[src/hdl/srs_pkg.sv]
// Constants, register map and carrier types of the supply reset supervisor
package srs_pkg;

  // Clock and timing
  localparam real SRS_CLK_MHZ          = 100.0;
  localparam real SRS_POR_TIME_MS      = 2.1;
  localparam real SRS_MISS_TIME_US     = 10.0;
  localparam int  SRS_POR_CYCLES       = $rtoi(SRS_POR_TIME_MS * 1000.0 * SRS_CLK_MHZ);
  localparam int  SRS_MISS_CYCLES      = $rtoi(SRS_MISS_TIME_US * SRS_CLK_MHZ);

  // Structure
  localparam int  SRS_CHANNELS         = 2;
  localparam int  SRS_ADDR_W           = 5;
  localparam int  SRS_DATA_W           = 32;

  // Register byte addresses
  localparam logic [SRS_ADDR_W-1:0] SRS_REG_A_OFS     = 5'h00;
  localparam logic [SRS_ADDR_W-1:0] SRS_IRQ_MASK_OFS  = 5'h04;
  localparam logic [SRS_ADDR_W-1:0] SRS_CONTROL_OFS   = 5'h08;
  localparam logic [SRS_ADDR_W-1:0] SRS_LIVE_OFS      = 5'h0C;
  localparam logic [SRS_ADDR_W-1:0] SRS_IDENT_OFS     = 5'h10;

  // Avalon-MM response modes
  typedef enum logic [1:0] {
    SRS_RESP_NORMAL,
    SRS_RESP_IDENT,
    SRS_RESP_ZERO,
    SRS_RESP_HOLD
  } srs_resp_e;

  // Register_a register layout, also the interrupt mask layout
  typedef struct packed {
    logic                    wd_fault;
    logic                    bat_ov;
    logic [SRS_CHANNELS-1:0] load_uv;
    logic                    pump_warning_flag;
    logic                    pump_undervoltage_flag;
    logic                    reset_seen;
  } srs_diag_s;

  localparam int SRS_DIAG_W = $bits(srs_diag_s);

  // Control register layout
  typedef struct packed {
    logic [SRS_CHANNELS-1:0] channel_fault_mask;
    logic                    enable_fault_mask;
  } srs_ctrl_s;

  localparam int SRS_CTRL_W = $bits(srs_ctrl_s);

  // Live state, read-only
  typedef struct packed {
    logic clock_missing;
    logic watchdog_fault;
    logic sleep;
    logic in_reset;
  } srs_live_s;

  localparam int SRS_LIVE_W = $bits(srs_live_s);

  // Monitored supply comparator levels, high when above threshold
  typedef struct packed {
    logic logic_supply;
    logic analog_supply;
    logic reference_supply;
    logic host_io_supply;
  } srs_supply_s;

  localparam srs_diag_s SRS_DIAG_RST = '0;
  localparam srs_ctrl_s SRS_CTRL_RST = '0;

endpackage

[src/hdl/srs_supervisor.sv]
// Supply reset supervisor: reset, sleep, mode matrix, register_a and Avalon-MM registers
`timescale 1ns/1ps

// Functional notes
// [RULE1] Hold internal logic in reset while logic, analog or reference supply is low.
// [RULE2] Missing reference clock forces reset only with the clock watchdog enabled.
// [RULE3] Leave reset a fixed delay after supplies good; host waits that long.
// [RULE4] Power-on reset delay is at most 2.1 ms.
// [RULE5] Absent reference clock is detected within 10 microseconds.
// [RULE6] Set the reset-occurred flag in register_a on every reset exit.
// [RULE7] Any access to register_a clears the reset-occurred flag.
// [RULE8] Pump undervoltage disables the outputs and sets its flag.
// [RULE9] Pump warning sets its own flag; operation otherwise continues normally.
// [RULE10] Enter sleep whenever any monitored supply is below threshold; here a low host I/O supply does not cause sleep.
// [RULE11] Leave sleep once all monitored supplies are good again.
// [RULE12] Watchdog fault: report it, channels and diagnostics off, answer identification only.
// [RULE13] Host I/O supply absent: channels run, writes taken, reads return zero.
// [RULE14] Output enable low: channels and load diagnostics off, interface still works.
// [RULE15] Output enable low drives fault pin low only if enable fault mask set.
// [RULE16] Load supply undervoltage disables only that channel.
// [RULE17] Load supply undervoltage drives fault pin low only if that channel mask set.
// [RULE18] Battery overvoltage disables all channels and drives the fault pin low; while output enable is low the pin follows the enable fault mask instead.
// [RULE19] Fault pin low in reset, sleep, external reset, watchdog fault; else high when good.
module srs_supervisor
  import srs_pkg::*;
#(
  parameter int                  POR_CYCLES  = SRS_POR_CYCLES,
  parameter int                  MISS_CYCLES = SRS_MISS_CYCLES,
  // Arbitrary neutral value
  parameter logic [SRS_DATA_W-1:0] IDENT_WORD = 32'h0000_5A01
) (
  // Clock and reset
  input  wire logic                    i_clk,
  input  wire logic                    i_sys_rst,
  // Supplies and comparators
  input  wire srs_supply_s             i_supply_ok,
  input  wire logic                    i_pump_uv,
  input  wire logic                    i_pump_warn,
  input  wire logic                    i_bat_ov,
  input  wire logic [SRS_CHANNELS-1:0] i_load_uv,
  // Control pins
  input  wire logic                    i_external_reset_pin_n,
  input  wire logic                    i_clock_watchdog_enable_pin,
  input  wire logic                    i_output_enable,
  input  wire logic                    i_ref_clk,
  // Avalon-MM slave
  input  wire logic [SRS_ADDR_W-1:0]   i_avs_address,
  input  wire logic                    i_avs_read,
  input  wire logic                    i_avs_write,
  input  wire logic [SRS_DATA_W-1:0]   i_avs_writedata,
  input  wire logic [3:0]              i_avs_byteenable,
  output logic [SRS_DATA_W-1:0]        o_avs_readdata,
  output logic                         o_avs_waitrequest,
  // Device state
  output logic                         o_in_reset,
  output logic                         o_sleep,
  output logic                         o_watchdog_fault,
  output logic [SRS_CHANNELS-1:0]      o_channel_enable,
  output logic                         o_diag_enable,
  output srs_resp_e                    o_resp_mode,
  output logic                         o_fault_output_pin_n,
  output logic                         o_irq
);

  localparam int POR_W  = $clog2(POR_CYCLES + 1);
  localparam int MISS_W = $clog2(MISS_CYCLES + 1);
  localparam logic [POR_W-1:0]  POR_LAST  = POR_W'(POR_CYCLES - 1);
  localparam logic [MISS_W-1:0] MISS_LAST = MISS_W'(MISS_CYCLES - 2);

  ////////////////////////////////////////////////////////////////////////////
  // State
  logic [POR_W-1:0]       por_cnt_reg;
  logic [POR_W-1:0]       por_cnt_next;
  logic                   in_reset_reg;
  logic                   in_reset_next;
  logic                   ref_prev_reg;
  logic [MISS_W-1:0]      miss_cnt_reg;
  logic [MISS_W-1:0]      miss_cnt_next;
  logic                   clk_missing_reg;
  srs_diag_s              diag_reg;
  srs_diag_s              diag_next;
  srs_diag_s              mask_reg;
  srs_diag_s              mask_next;
  srs_ctrl_s              ctrl_reg;
  srs_ctrl_s              ctrl_next;
  logic                   wait_reg;
  logic [SRS_DATA_W-1:0]  rdata_reg;
  logic [SRS_DATA_W-1:0]  rdata_next;
  logic                   sleep_reg;
  logic                   wd_fault_reg;
  logic [SRS_CHANNELS-1:0] ch_en_reg;
  logic [SRS_CHANNELS-1:0] ch_en_next;
  logic                   diag_en_reg;
  srs_resp_e              resp_reg;
  srs_resp_e              resp_next;
  logic                   fault_n_reg;
  logic                   fault_n_next;
  logic                   irq_reg;

  ////////////////////////////////////////////////////////////////////////////
  // Supply, clock watchdog and reset hold
  wire core_uv      = ~i_supply_ok.logic_supply | ~i_supply_ok.analog_supply
                      | ~i_supply_ok.reference_supply;
  wire ref_edge     = i_ref_clk ^ ref_prev_reg;
  wire wd_fault_now = i_clock_watchdog_enable_pin & clk_missing_reg & ~core_uv
                      & i_external_reset_pin_n;
  wire hold_reset   = core_uv | ~i_external_reset_pin_n                      // RULE1
                      | (i_clock_watchdog_enable_pin & clk_missing_reg);    // RULE2
  wire por_done     = (por_cnt_reg == POR_LAST);
  wire reset_exit   = in_reset_reg & ~in_reset_next;

  assign miss_cnt_next = ref_edge ? '0 :
                         (miss_cnt_reg == MISS_LAST) ? miss_cnt_reg : miss_cnt_reg + 1'b1;
  assign por_cnt_next  = hold_reset ? '0 :
                         por_done   ? por_cnt_reg : por_cnt_reg + 1'b1;    // RULE3 RULE4
  assign in_reset_next = hold_reset | (in_reset_reg & ~por_done);          // RULE3

  always_ff @(posedge i_clk) begin
    if (i_sys_rst) begin
      ref_prev_reg    <= 1'b0;
      miss_cnt_reg    <= '0;
      clk_missing_reg <= 1'b1;
    end else begin
      ref_prev_reg    <= i_ref_clk;
      miss_cnt_reg    <= miss_cnt_next;
      clk_missing_reg <= (miss_cnt_next == MISS_LAST);                      // RULE5
    end
  end

  always_ff @(posedge i_clk) begin
    if (i_sys_rst) begin
      por_cnt_reg  <= '0;
      in_reset_reg <= 1'b1;
    end else begin
      por_cnt_reg  <= por_cnt_next;
      in_reset_reg <= in_reset_next;
    end
  end

  ////////////////////////////////////////////////////////////////////////////
  // Avalon-MM slave: one wait cycle, access completes on the second edge
  wire       req        = i_avs_read | i_avs_write;
  wire       accept     = req & ~wait_reg;
  wire       wr_accept  = accept & i_avs_write;
  wire       rd_accept  = accept & i_avs_read;
  wire       sel_a      = (i_avs_address == SRS_REG_A_OFS);
  wire       sel_mask   = (i_avs_address == SRS_IRQ_MASK_OFS);
  wire       sel_ctrl   = (i_avs_address == SRS_CONTROL_OFS);
  wire       sel_live   = (i_avs_address == SRS_LIVE_OFS);
  wire       sel_ident  = (i_avs_address == SRS_IDENT_OFS);
  wire       wr_allowed = (resp_reg == SRS_RESP_NORMAL) | (resp_reg == SRS_RESP_ZERO);  // RULE13
  wire       wr_lane0   = wr_accept & wr_allowed & i_avs_byteenable[0];
  srs_live_s live;

  assign live.clock_missing  = clk_missing_reg;
  assign live.watchdog_fault = wd_fault_reg;
  assign live.sleep          = sleep_reg;
  assign live.in_reset       = in_reset_reg;

  wire [SRS_DATA_W-1:0] reg_word =
    sel_a     ? SRS_DATA_W'(diag_reg) :
    sel_mask  ? SRS_DATA_W'(mask_reg) :
    sel_ctrl  ? SRS_DATA_W'(ctrl_reg) :
    sel_live  ? SRS_DATA_W'(live)     :
    sel_ident ? IDENT_WORD            : '0;

  // Identification only under watchdog fault, zeros while host I/O is absent or in reset
  assign rdata_next = (resp_reg == SRS_RESP_IDENT)  ? IDENT_WORD :          // RULE12
                      (resp_reg == SRS_RESP_NORMAL) ? reg_word   : '0;      // RULE13

  assign mask_next = (wr_lane0 & sel_mask) ? srs_diag_s'(i_avs_writedata[SRS_DIAG_W-1:0]) : mask_reg;
  assign ctrl_next = (wr_lane0 & sel_ctrl) ? srs_ctrl_s'(i_avs_writedata[SRS_CTRL_W-1:0]) : ctrl_reg;

  always_ff @(posedge i_clk) begin
    if (i_sys_rst) begin
      wait_reg  <= 1'b1;
      rdata_reg <= '0;
    end else begin
      wait_reg  <= ~(req & wait_reg);
      rdata_reg <= (req & wait_reg) ? rdata_next : rdata_reg;
    end
  end

  always_ff @(posedge i_clk) begin
    if (i_sys_rst || in_reset_reg) begin
      mask_reg <= SRS_DIAG_RST;
      ctrl_reg <= SRS_CTRL_RST;
    end else begin
      mask_reg <= mask_next;
      ctrl_reg <= ctrl_next;
    end
  end

  ////////////////////////////////////////////////////////////////////////////
  // Register_a flags: sticky, a read in normal response mode clears them and any access clears reset_seen, a new event in the same cycle wins
  wire       a_access = accept & sel_a;
  wire       a_read   = rd_accept & sel_a & (resp_reg == SRS_RESP_NORMAL);
  srs_diag_s events;
  srs_diag_s kept;

  assign events.wd_fault               = wd_fault_now;
  assign events.bat_ov                 = i_bat_ov & ~in_reset_reg;
  assign events.load_uv                = i_load_uv & {SRS_CHANNELS{~in_reset_reg}};
  assign events.pump_warning_flag      = i_pump_warn & ~in_reset_reg;       // RULE9
  assign events.pump_undervoltage_flag = i_pump_uv & ~in_reset_reg;         // RULE8
  assign events.reset_seen             = reset_exit;                        // RULE6

  assign kept.wd_fault               = diag_reg.wd_fault & ~a_read;
  assign kept.bat_ov                 = diag_reg.bat_ov & ~a_read;
  assign kept.load_uv                = diag_reg.load_uv & {SRS_CHANNELS{~a_read}};
  assign kept.pump_warning_flag      = diag_reg.pump_warning_flag & ~a_read;
  assign kept.pump_undervoltage_flag = diag_reg.pump_undervoltage_flag & ~a_read;
  assign kept.reset_seen             = diag_reg.reset_seen & ~a_access;     // RULE7

  assign diag_next = events | kept;

  always_ff @(posedge i_clk) begin
    if (i_sys_rst) begin
      diag_reg <= SRS_DIAG_RST;
      irq_reg  <= 1'b0;
    end else begin
      diag_reg <= diag_next;
      irq_reg  <= |(diag_next & mask_reg);
    end
  end

  ////////////////////////////////////////////////////////////////////////////
  // Mode matrix
  wire any_load_masked = |(i_load_uv & ctrl_reg.channel_fault_mask);
  wire run_common      = ~in_reset_next & i_output_enable                   // RULE14
                         & ~i_pump_uv & ~i_bat_ov;                          // RULE8 RULE18

  genvar ch;
  generate
    for (ch = 0; ch < SRS_CHANNELS; ch++) begin : g_ch
      assign ch_en_next[ch] = run_common & ~i_load_uv[ch];                 // RULE16
    end
  endgenerate

  assign resp_next = wd_fault_now                  ? SRS_RESP_IDENT :      // RULE12
                     in_reset_next                 ? SRS_RESP_HOLD  :      // RULE3
                     ~i_supply_ok.host_io_supply   ? SRS_RESP_ZERO  :      // RULE13
                                                     SRS_RESP_NORMAL;

  assign fault_n_next = in_reset_next | core_uv | wd_fault_now ? 1'b0 :    // RULE19
                        ~i_output_enable ? ~ctrl_reg.enable_fault_mask :   // RULE15
                        (i_pump_uv | i_bat_ov) ? 1'b0 :                    // RULE18
                        ~any_load_masked;                                  // RULE17

  always_ff @(posedge i_clk) begin
    if (i_sys_rst) begin
      sleep_reg    <= 1'b1;
      wd_fault_reg <= 1'b0;
      ch_en_reg    <= '0;
      diag_en_reg  <= 1'b0;
      resp_reg     <= SRS_RESP_HOLD;
      fault_n_reg  <= 1'b0;
    end else begin
      sleep_reg    <= core_uv;                                             // RULE10 RULE11
      wd_fault_reg <= wd_fault_now;
      ch_en_reg    <= ch_en_next;
      diag_en_reg  <= ~in_reset_next & i_output_enable;                    // RULE14
      resp_reg     <= resp_next;
      fault_n_reg  <= fault_n_next;
    end
  end

  ////////////////////////////////////////////////////////////////////////////
  // Outputs
  assign o_avs_readdata       = rdata_reg;
  assign o_avs_waitrequest    = wait_reg;
  assign o_in_reset           = in_reset_reg;
  assign o_sleep              = sleep_reg;
  assign o_watchdog_fault     = wd_fault_reg;
  assign o_channel_enable     = ch_en_reg;
  assign o_diag_enable        = diag_en_reg;
  assign o_resp_mode          = resp_reg;
  assign o_fault_output_pin_n = fault_n_reg;
  assign o_irq                = irq_reg;

endmodule

[config.mk]
export PLATFORM = sky130hd
export DESIGN_NAME = srs_supervisor
export DESIGN_NICKNAME = d
export VERILOG_FILES = /design/src/hdl/srs_pkg.sv /design/src/hdl/srs_supervisor.sv
export SDC_FILE = /design/constraint.sdc
export NUM_CORES = 1
export LEC_CHECK = 0
export ABC_AREA = 0
export BUFFER_PORTS_ARGS = -buffer_cell sky130_fd_sc_hd__buf_2
export CORE_ASPECT_RATIO = 0.75
export CORE_MARGIN = 2
export CORE_UTILIZATION = 46
export DETAILED_ROUTE_END_ITERATION = 10
export PLACE_DENSITY = 0.76
export SETUP_SLACK_MARGIN = 0.2
export SYNTH_ARGS = -nofsm -noshare
export SYNTH_HDL_FRONTEND = slang
export SYNTH_SLANG_ARGS = --single-unit
[constraint.sdc]
create_clock -name i_clk -period 1.7 [get_ports i_clk]
set_clock_uncertainty 0.05 [all_clocks]
set_input_delay 0.085 -clock i_clk [delete_from_list [all_inputs] [get_ports i_clk]]
set_output_delay 0.085 -clock i_clk [all_outputs]
set_load 0.02 [all_outputs]
==> results of run 1 <==
-- cell families after synthesis --
logic type               synth area share [%]
flip-flops                               40.8
adder cells (fa/ha/maj)                  1.16
multiplexers                             5.83
AND/OR/NAND/NOR                          25.4
other                                   0.116
buffers and inverters                    8.84
XOR/XNOR                                 6.22
AO/OA/AOI/OAI                            11.7
-- worst max path at each step --
stage / endpoint / startpoint / slack [ns] / cells past startpoint
5_1_grt: clk_missing_reg$_SDFF_PP1_ / miss_cnt_reg[1]$_SDFF_PP0_ / -0.16 / 6
3_5_place_dp: mask_reg[5]$_SDFFE_PP0P_ / i_avs_address[1] / -0.1 / 8
4_1_cts: clk_missing_reg$_SDFF_PP1_ / miss_cnt_reg[0]$_SDFF_PP0_ / -0.03 / 7
3_3_place_gp: mask_reg[0]$_SDFFE_PP0P_ / i_avs_address[1] / -0.06 / 8
6_report: clk_missing_reg$_SDFF_PP1_ / miss_cnt_reg[0]$_SDFF_PP0_ / -0.09 / 7
2_1_floorplan: clk_missing_reg$_SDFF_PP1_ / miss_cnt_reg[0]$_SDFF_PP0_ / 0.06 / 7
-- synthesized netlist by cell type, types with 6 or more instances --
cell,count
nand3_1,14
dfxtp_1,66
a22oi_1,8
mux2i_1,11
xnor2_1,13
nand2_1,20
o21ai_0,10
clkbuf_1,7
xor2_1,10
nor3_1,11
nand4_1,6
buf_4,24
nor2b_1,7
a21oi_1,13
inv_1,10
nor2_1,56
-- worst register-to-register path: cells and delay by family, from the launching register on --
kind                     cells  cell delay (ns)
AO/OA/AOI/OAI                2             0.30
adder cells (fa/ha/maj)      1             0.15
buffers and inverters        1             0.07
flip-flops                   1             0.37
AND/OR/NAND/NOR              3             0.81
-- per-stage QoR --
stage                     setup WS, ns  total power, mW
after floorplan                 0.0601             1.76
after global placement         -0.0620             1.80
after detailed placement       -0.0958             1.81
after CTS                      -0.0263             3.27
after global routing            -0.158             3.39
final                          -0.0938             3.27
-- area by class of cell --
cell class,instances,area (sq um)
Sequential cell,66,1350
Clock inverter,7,92.6
Tap cell,84,105
Timing Repair Buffer,122,877
Clock buffer,9,124
Fill cell,526,2250
Inverter,10,37.5
Multi-Input combinational cell,270,2000
-- what timing repair did --
item / 4_1_cts / 5_1_grt
endpoints found under the hold margin: 16 / 0
pin swaps: 19 / 22
setup endpoints to repair: 31 / 44
gates resized for setup: 38 / 47
hold buffers: 13 / 0
setup buffers: 10 / 8
-- layer usage --
| layer | up-vias | GRT usage, % | routed length [microns] |
|---|---|---|---|
| li1 | 1470 | - | - |
| met1 | 1456 | 27.8 | 3910 |
| met2 | 121 | 35.5 | 4510 |
| met3 | 17 | 6.29 | 521 |
| met4 | 0 | 9.86 | 178 |
| met5 | - | 0 | 0 |
-- where the power goes --
part           switching, mW  internal, mW
registers             0.0106          1.55
logic                  0.161         0.112
clock network          0.611         0.822
total                  0.783          2.49
==> impl_results.md, run 1 <==
- Family of cells with the greatest summed delay on the critical path: simple AND/OR/NAND/NOR gates
- Fraction of layout cells with a size suffix above 1: 41.9%
- Max VDD drop: 0.440 mV
- Reg-to-reg setup timing slack: -0.09 ns
- Worst-path cell with the longest stage delay: or4b_4
- Number of distinct library cells after synthesis: 56
- Core Footprint: 0.00683 sq mm
- Cell types occupying the most area after synthesis: dfxtp_1 41%, nor2_1 6.5%, buf_4 5.6%, xnor2_1 3.5%, mux2i_1 3.4%
- Clock root cell: clkbuf_8
- CP Data Arrival Time: 2.03 ns
- CP peak stage delay: 0.54 ns
- Worst Path Buf+Inv: 1
- WP data required: 1.93 ns
- Global-route usage over all layers: 22.2%
- Cell area after placement: 0.00376 sq mm
- Largest net degree at the start of global routing: 25
- Upper clock frequency limit: between 0.5 and 0.6 GHz
- Count of flip-flops with a built-in enable after synthesis: 0
- Proportion of synthesized flip-flops having asynchronous set or reset: 0%
- Most common cell after layout, fill and taps aside: nor2_1
- Hold crit path type: input port to register
- Number of nets in the layout: between 500 and 600
- Mean Syn Cell Area: roughly 8.9 sq um
- Antenna violations before repair: 0
- Setup Crit Path Kind: register to register
- Horizontal die dimension: roughly 100 microns
- Most common flop cell mapped by yosys: dfxtp_1
- Starting density of the core: 47.4%
- Die H: ~77 microns
- Number of maximum-capacitance violations: 0
- Final critical-path required period: around 1.8 ns
- Final Hold Slack: 0.0259 ns
- Startpoint types: register
- Register-to-Register Path Depth: 7
- Setup repair after global routing missed its margin: yes
- Max FFs per register: 18
- Clock transition at the registers of the reported paths: approximately 0.070 ns
- Number of buffers on the longest clock path: 2
- Worst setup EP type: register
- Routed WL per cell: between 15 and 20 microns
- Series of cell instances along the critical path: inv_2, ha_4, nand3b_1, nor4_4, or4b_4, o311ai_4, a41o_1
- Total Wirelength: 9110 microns
- Most used cells in the layout excluding fill and tap cells: 54 x nor2_1, 52 x dfxtp_1, 51 x buf_2
- Portion of the clock cycle consumed by the worst path in the final layout: 106%
- Origin of the critical flop-to-flop path: miss_cnt_reg[0]$_SDFF_PP0_
- Finish-stage setup viols: 3
- Post-Layout Cell Count: 568
- Worst skew pair latency: 0.35 ns
- Number of vias per cell after detailed routing: 5.39
- Number of buffers created by CTS: 9
- Result of the run: complete, but fails checks
- Total of warnings raised by yosys: 0
- Final hold vios: 0
- Mapped Cells: 363
- Hold Path Depth: 3
- Setup tns final: -0.140 ns
- Via count of the first global-routing pass: 2891
- Worst Hold End: diag_reg[3]$_SDFF_PP0_
- Combined area of all synthesized cells: 0.00324 sq mm
- Number of cells in the design after placement: 521
- Post-route cell area: roughly 0.0046 sq mm
- # IOs: a little over 100
- Total vias in the final route: 3064
- Slew Viols, Final: 0
- Failing checks: negative setup slack
- Setup WS post-layout: -0.0938 ns
- Gp weighted congestion: 0.895
- CP Max Fanout: 4
- Row count: 26
- Grt ovf: 0
- First-pass GRT wire length: about 14000 microns
- Total die area: 0.00774 sq mm
- Leak: 1.91 nW
- Post-detail-place hpwl: 5860 microns
- Reg-to-reg endpoint: clk_missing_reg$_SDFF_PP1_
- Number of buffers inserted by port buffering: slightly above 50
- TritonCTS clock tree: built
- Area overhead of the layout relative to synthesis: 41.5%
- Fraction of the yosys area taken by sequential cells: about two fifths
- Antenna diode count: 0
- Worst Min Path Start: i_load_uv[0]
- Violation count after the first detailed-route iteration: 189
- Sink count of the clock tree: between 60 and 70
- Synth top area share: 40.8%
- FF+latch count, synth: 66
- Post-Route Utilization: 67.1%
- Remaining antenna violation count: 0
- Detailed Routing Iterations Pass 1: 5
- Detailed-route DRC error count: 0
- Pwr dens: 713 mW/mm^2
- # H-tree levels: 3
- Leading area contributor after synthesis: dfxtp_1
Note: power is estimated with default switching activity, not from simulation.
==> run 2: changes to the inputs <==
==> constraint.sdc (replaced) <==
create_clock -name i_clk -period 1.7 [get_ports i_clk]
set_clock_uncertainty 0.05 [all_clocks]
set_input_delay 0.085 -clock i_clk [delete_from_list [all_inputs] [get_ports i_clk]]
set_output_delay 0.085 -clock i_clk [all_outputs]
set_load 0.05 [all_outputs]
==> run 2 against run 1 <==
  * The run still ends with negative setup slack left
  * First-iteration DRC count fell by 7.4%
  * Via count fell by 1.3%
  * Clock power fell by 7%
  * Count of clock-buffer cells in the layout did not move
  * Flip-flop and latch count did not move
==> impl_results.md, run 2 (synthesized netlist as in run 1, its figures left out) <==
- Detailed Routing Iterations Pass 1: 5 (unchanged)
- Total vias in the final route: 3025 (-1.3%)
- Die H: 76.7 microns (unchanged)
- Seq. cell area: 0.00135 sq mm (+0.46%)
- WP data required: 1.94 ns (about the same)
- TritonCTS clock tree: built
- Number of buffers inserted by port buffering: 51 (unchanged)
- Horizontal die dimension: 101 microns (unchanged)
- Post-Layout Cell Count: 563 (-0.88%)
- Failing checks: negative setup slack
- Routed WL per cell: 14.9 microns (-7.1%)
- Clock root cell: clkbuf_8
- CP Max Fanout: 4 (unchanged)
- Violation count after the first detailed-route iteration: 175 (-7.4%)
- Slew Viols, Final: 0 (unchanged)
- Detailed-route DRC error count: 0 (unchanged)
- Final hold vios: 0 (unchanged)
- Pwr dens: 719 mW/mm^2 (+0.80%)
- Row count: 26 (unchanged)
- Finish-stage setup viols: 1 (-2)
- Final Hold Slack: 0.0349 ns (+0.00903 ns)
- Number of buffers on the longest clock path: 2 (unchanged)
- Remaining antenna violation count: 0 (unchanged)
- Total Wirelength: 8390 microns (-7.9%)
- Fillers: 531 (+0.95%)
- Sink count of the clock tree: 66 (unchanged)
- Max FFs per register: 18 (unchanged)
- Fraction of layout cells with a size suffix above 1: 41.1% (-0.81 points)
- Worst setup EP type: register
- Hold crit path type: input port to register
- Result of the run: complete, but fails checks
- Number of vias per cell after detailed routing: 5.37 (-0.40%)
- Starting density of the core: 47.4% (unchanged)
- Grt ovf: 0 (unchanged)
- Pre-CTS setup slack: -0.0179 ns (+0.0779 ns)
- Most used cells in the layout excluding fill and tap cells: 55 x nor2_1, 51 x buf_2, 49 x dfxtp_1
- Post-detail-place hpwl: 5590 microns (-4.5%)
- Number of cells in the design after placement: 518 (-0.58%)
- Setup Crit Path Kind: register to register
- Number of buffers created by CTS: 9 (unchanged)
- Number of nets in the layout: 535 (-0.93%)
- Portion of the clock cycle consumed by the worst path in the final layout: 103% (-2.9 points)
- Antenna violations before repair: 0 (unchanged)
- Global-route usage over all layers: 20.6% (-1.6 points)
- Gp weighted congestion: 0.865 (-3.4%)
- Worst skew pair latency: 0.35 ns (about the same)
- Leak: 1.87 nW (-2.1%)
- Startpoint types: register
- Most common cell after layout, fill and taps aside: nor2_1
- Largest net degree at the start of global routing: 19 (-24%)
- Final critical-path required period: 1.74 ns (-0.0494 ns)
- Core Footprint: 0.00683 sq mm (unchanged)
- Multi-input combinational cell area: 0.00194 sq mm (-2.9%)
- # IOs: 101 (unchanged)
- Antenna diode count: 0 (unchanged)
- Setup repair after global routing missed its margin: yes
- Max VDD drop: 0.535 mV (+21%)
- First-pass GRT wire length: 12700 microns (-6.2%)
- Clock transition at the registers of the reported paths: 0.07 ns (about the same)
- CP Data Arrival Time: 1.98 ns (-0.05 ns)
- Setup WS post-layout: -0.0444 ns (+0.0494 ns)
- Number of maximum-capacitance violations: 0 (unchanged)
- # H-tree levels: 3 (unchanged)
- Via count of the first global-routing pass: 2700 (-6.6%)
- Area overhead of the layout relative to synthesis: 38.1%
- Total die area: 0.00774 sq mm (unchanged)
- Upper clock frequency limit: 0.573 GHz (+2.8%)
## run 2: cell types whose count changed in the layout (fill, tap and decap cells not counted), sizes merged
cell	before	now
buf	109	101
inv	11	12
bufinv	2	1
dlygate4sd3	13	16
## run 2: layout make-up
class                   instances  share of cell area (%)
multi-input cells             270                    43.4
flip-flops and latches         66                    30.2
repair buffers                117                    18.7
clock buffers                   9                    2.77
well taps                      84                    2.35
clock inverters                 7                    1.73
inverters                      10                   0.838
## run 2: critical path: stages (launching register included)
cell and delay, ns:
dfxtp_2 0.34, inv_2 0.06, ha_1 0.15, nand3b_1 0.19, nor3_1 0.24, o211ai_1 0.14
nor4_1 0.31, a41o_1 0.21
## run 2: layer usage
| layer | share of wire (%) | vias to the layer above | GRT usage, % |
|---|---|---|---|
| li1 | - | 1468 | - |
| met4 | 0.77 | 0 | 5.14 |
| met3 | 5.8 | 8 | 6.38 |
| met5 | 0 | - | 0 |
| met1 | 45 | 1453 | 27.0 |
| met2 | 48 | 96 | 33.0 |
## run 2: repair_timing
item,CTS,global route
resized for setup,28,48
pin swaps,8,21
hold buffers,16,0
setup buffers,4,9
endpoints found under the setup margin,36,38
hold endpoints to repair,18,0
## run 2: path summary, 6_finish.rpt
check | from | endpoint | slack, ns | cells past startpoint
min | i_load_uv[0] | diag_reg[3]$_SDFF_PP0_ | 0.03 | 3
min reg2reg | por_cnt_reg[2]$_SDFFE_PP0N_ | por_cnt_reg[2]$_SDFFE_PP0N_ | 0.44 | 1
max reg2reg | miss_cnt_reg[0]$_SDFF_PP0_ | clk_missing_reg$_SDFF_PP1_ | -0.04 | 7
max | miss_cnt_reg[0]$_SDFF_PP0_ | clk_missing_reg$_SDFF_PP1_ | -0.04 | 7
## run 2: where the power goes
part	leakage, nW	total (mW)	switching [mW]	internal (mW)
Clock	0.100	1.33	0.642	0.689
Combinational	1.23	0.326	0.218	0.107
Sequential	0.539	1.56	0.0113	1.55
## run 2: through the flow
stage                     area (sq um)  setup TNS, ns  power, mW  utilization (%)
final                             4480        -0.0444       3.22             65.5
after global routing              4480         -0.209       3.33             65.5
after CTS                         4210        -0.0111       3.22             61.6
after detailed placement          3730        -0.0216       1.87             54.6
after global placement            3730         -0.524       1.87             54.6
after floorplan                   3340              0       1.83                -
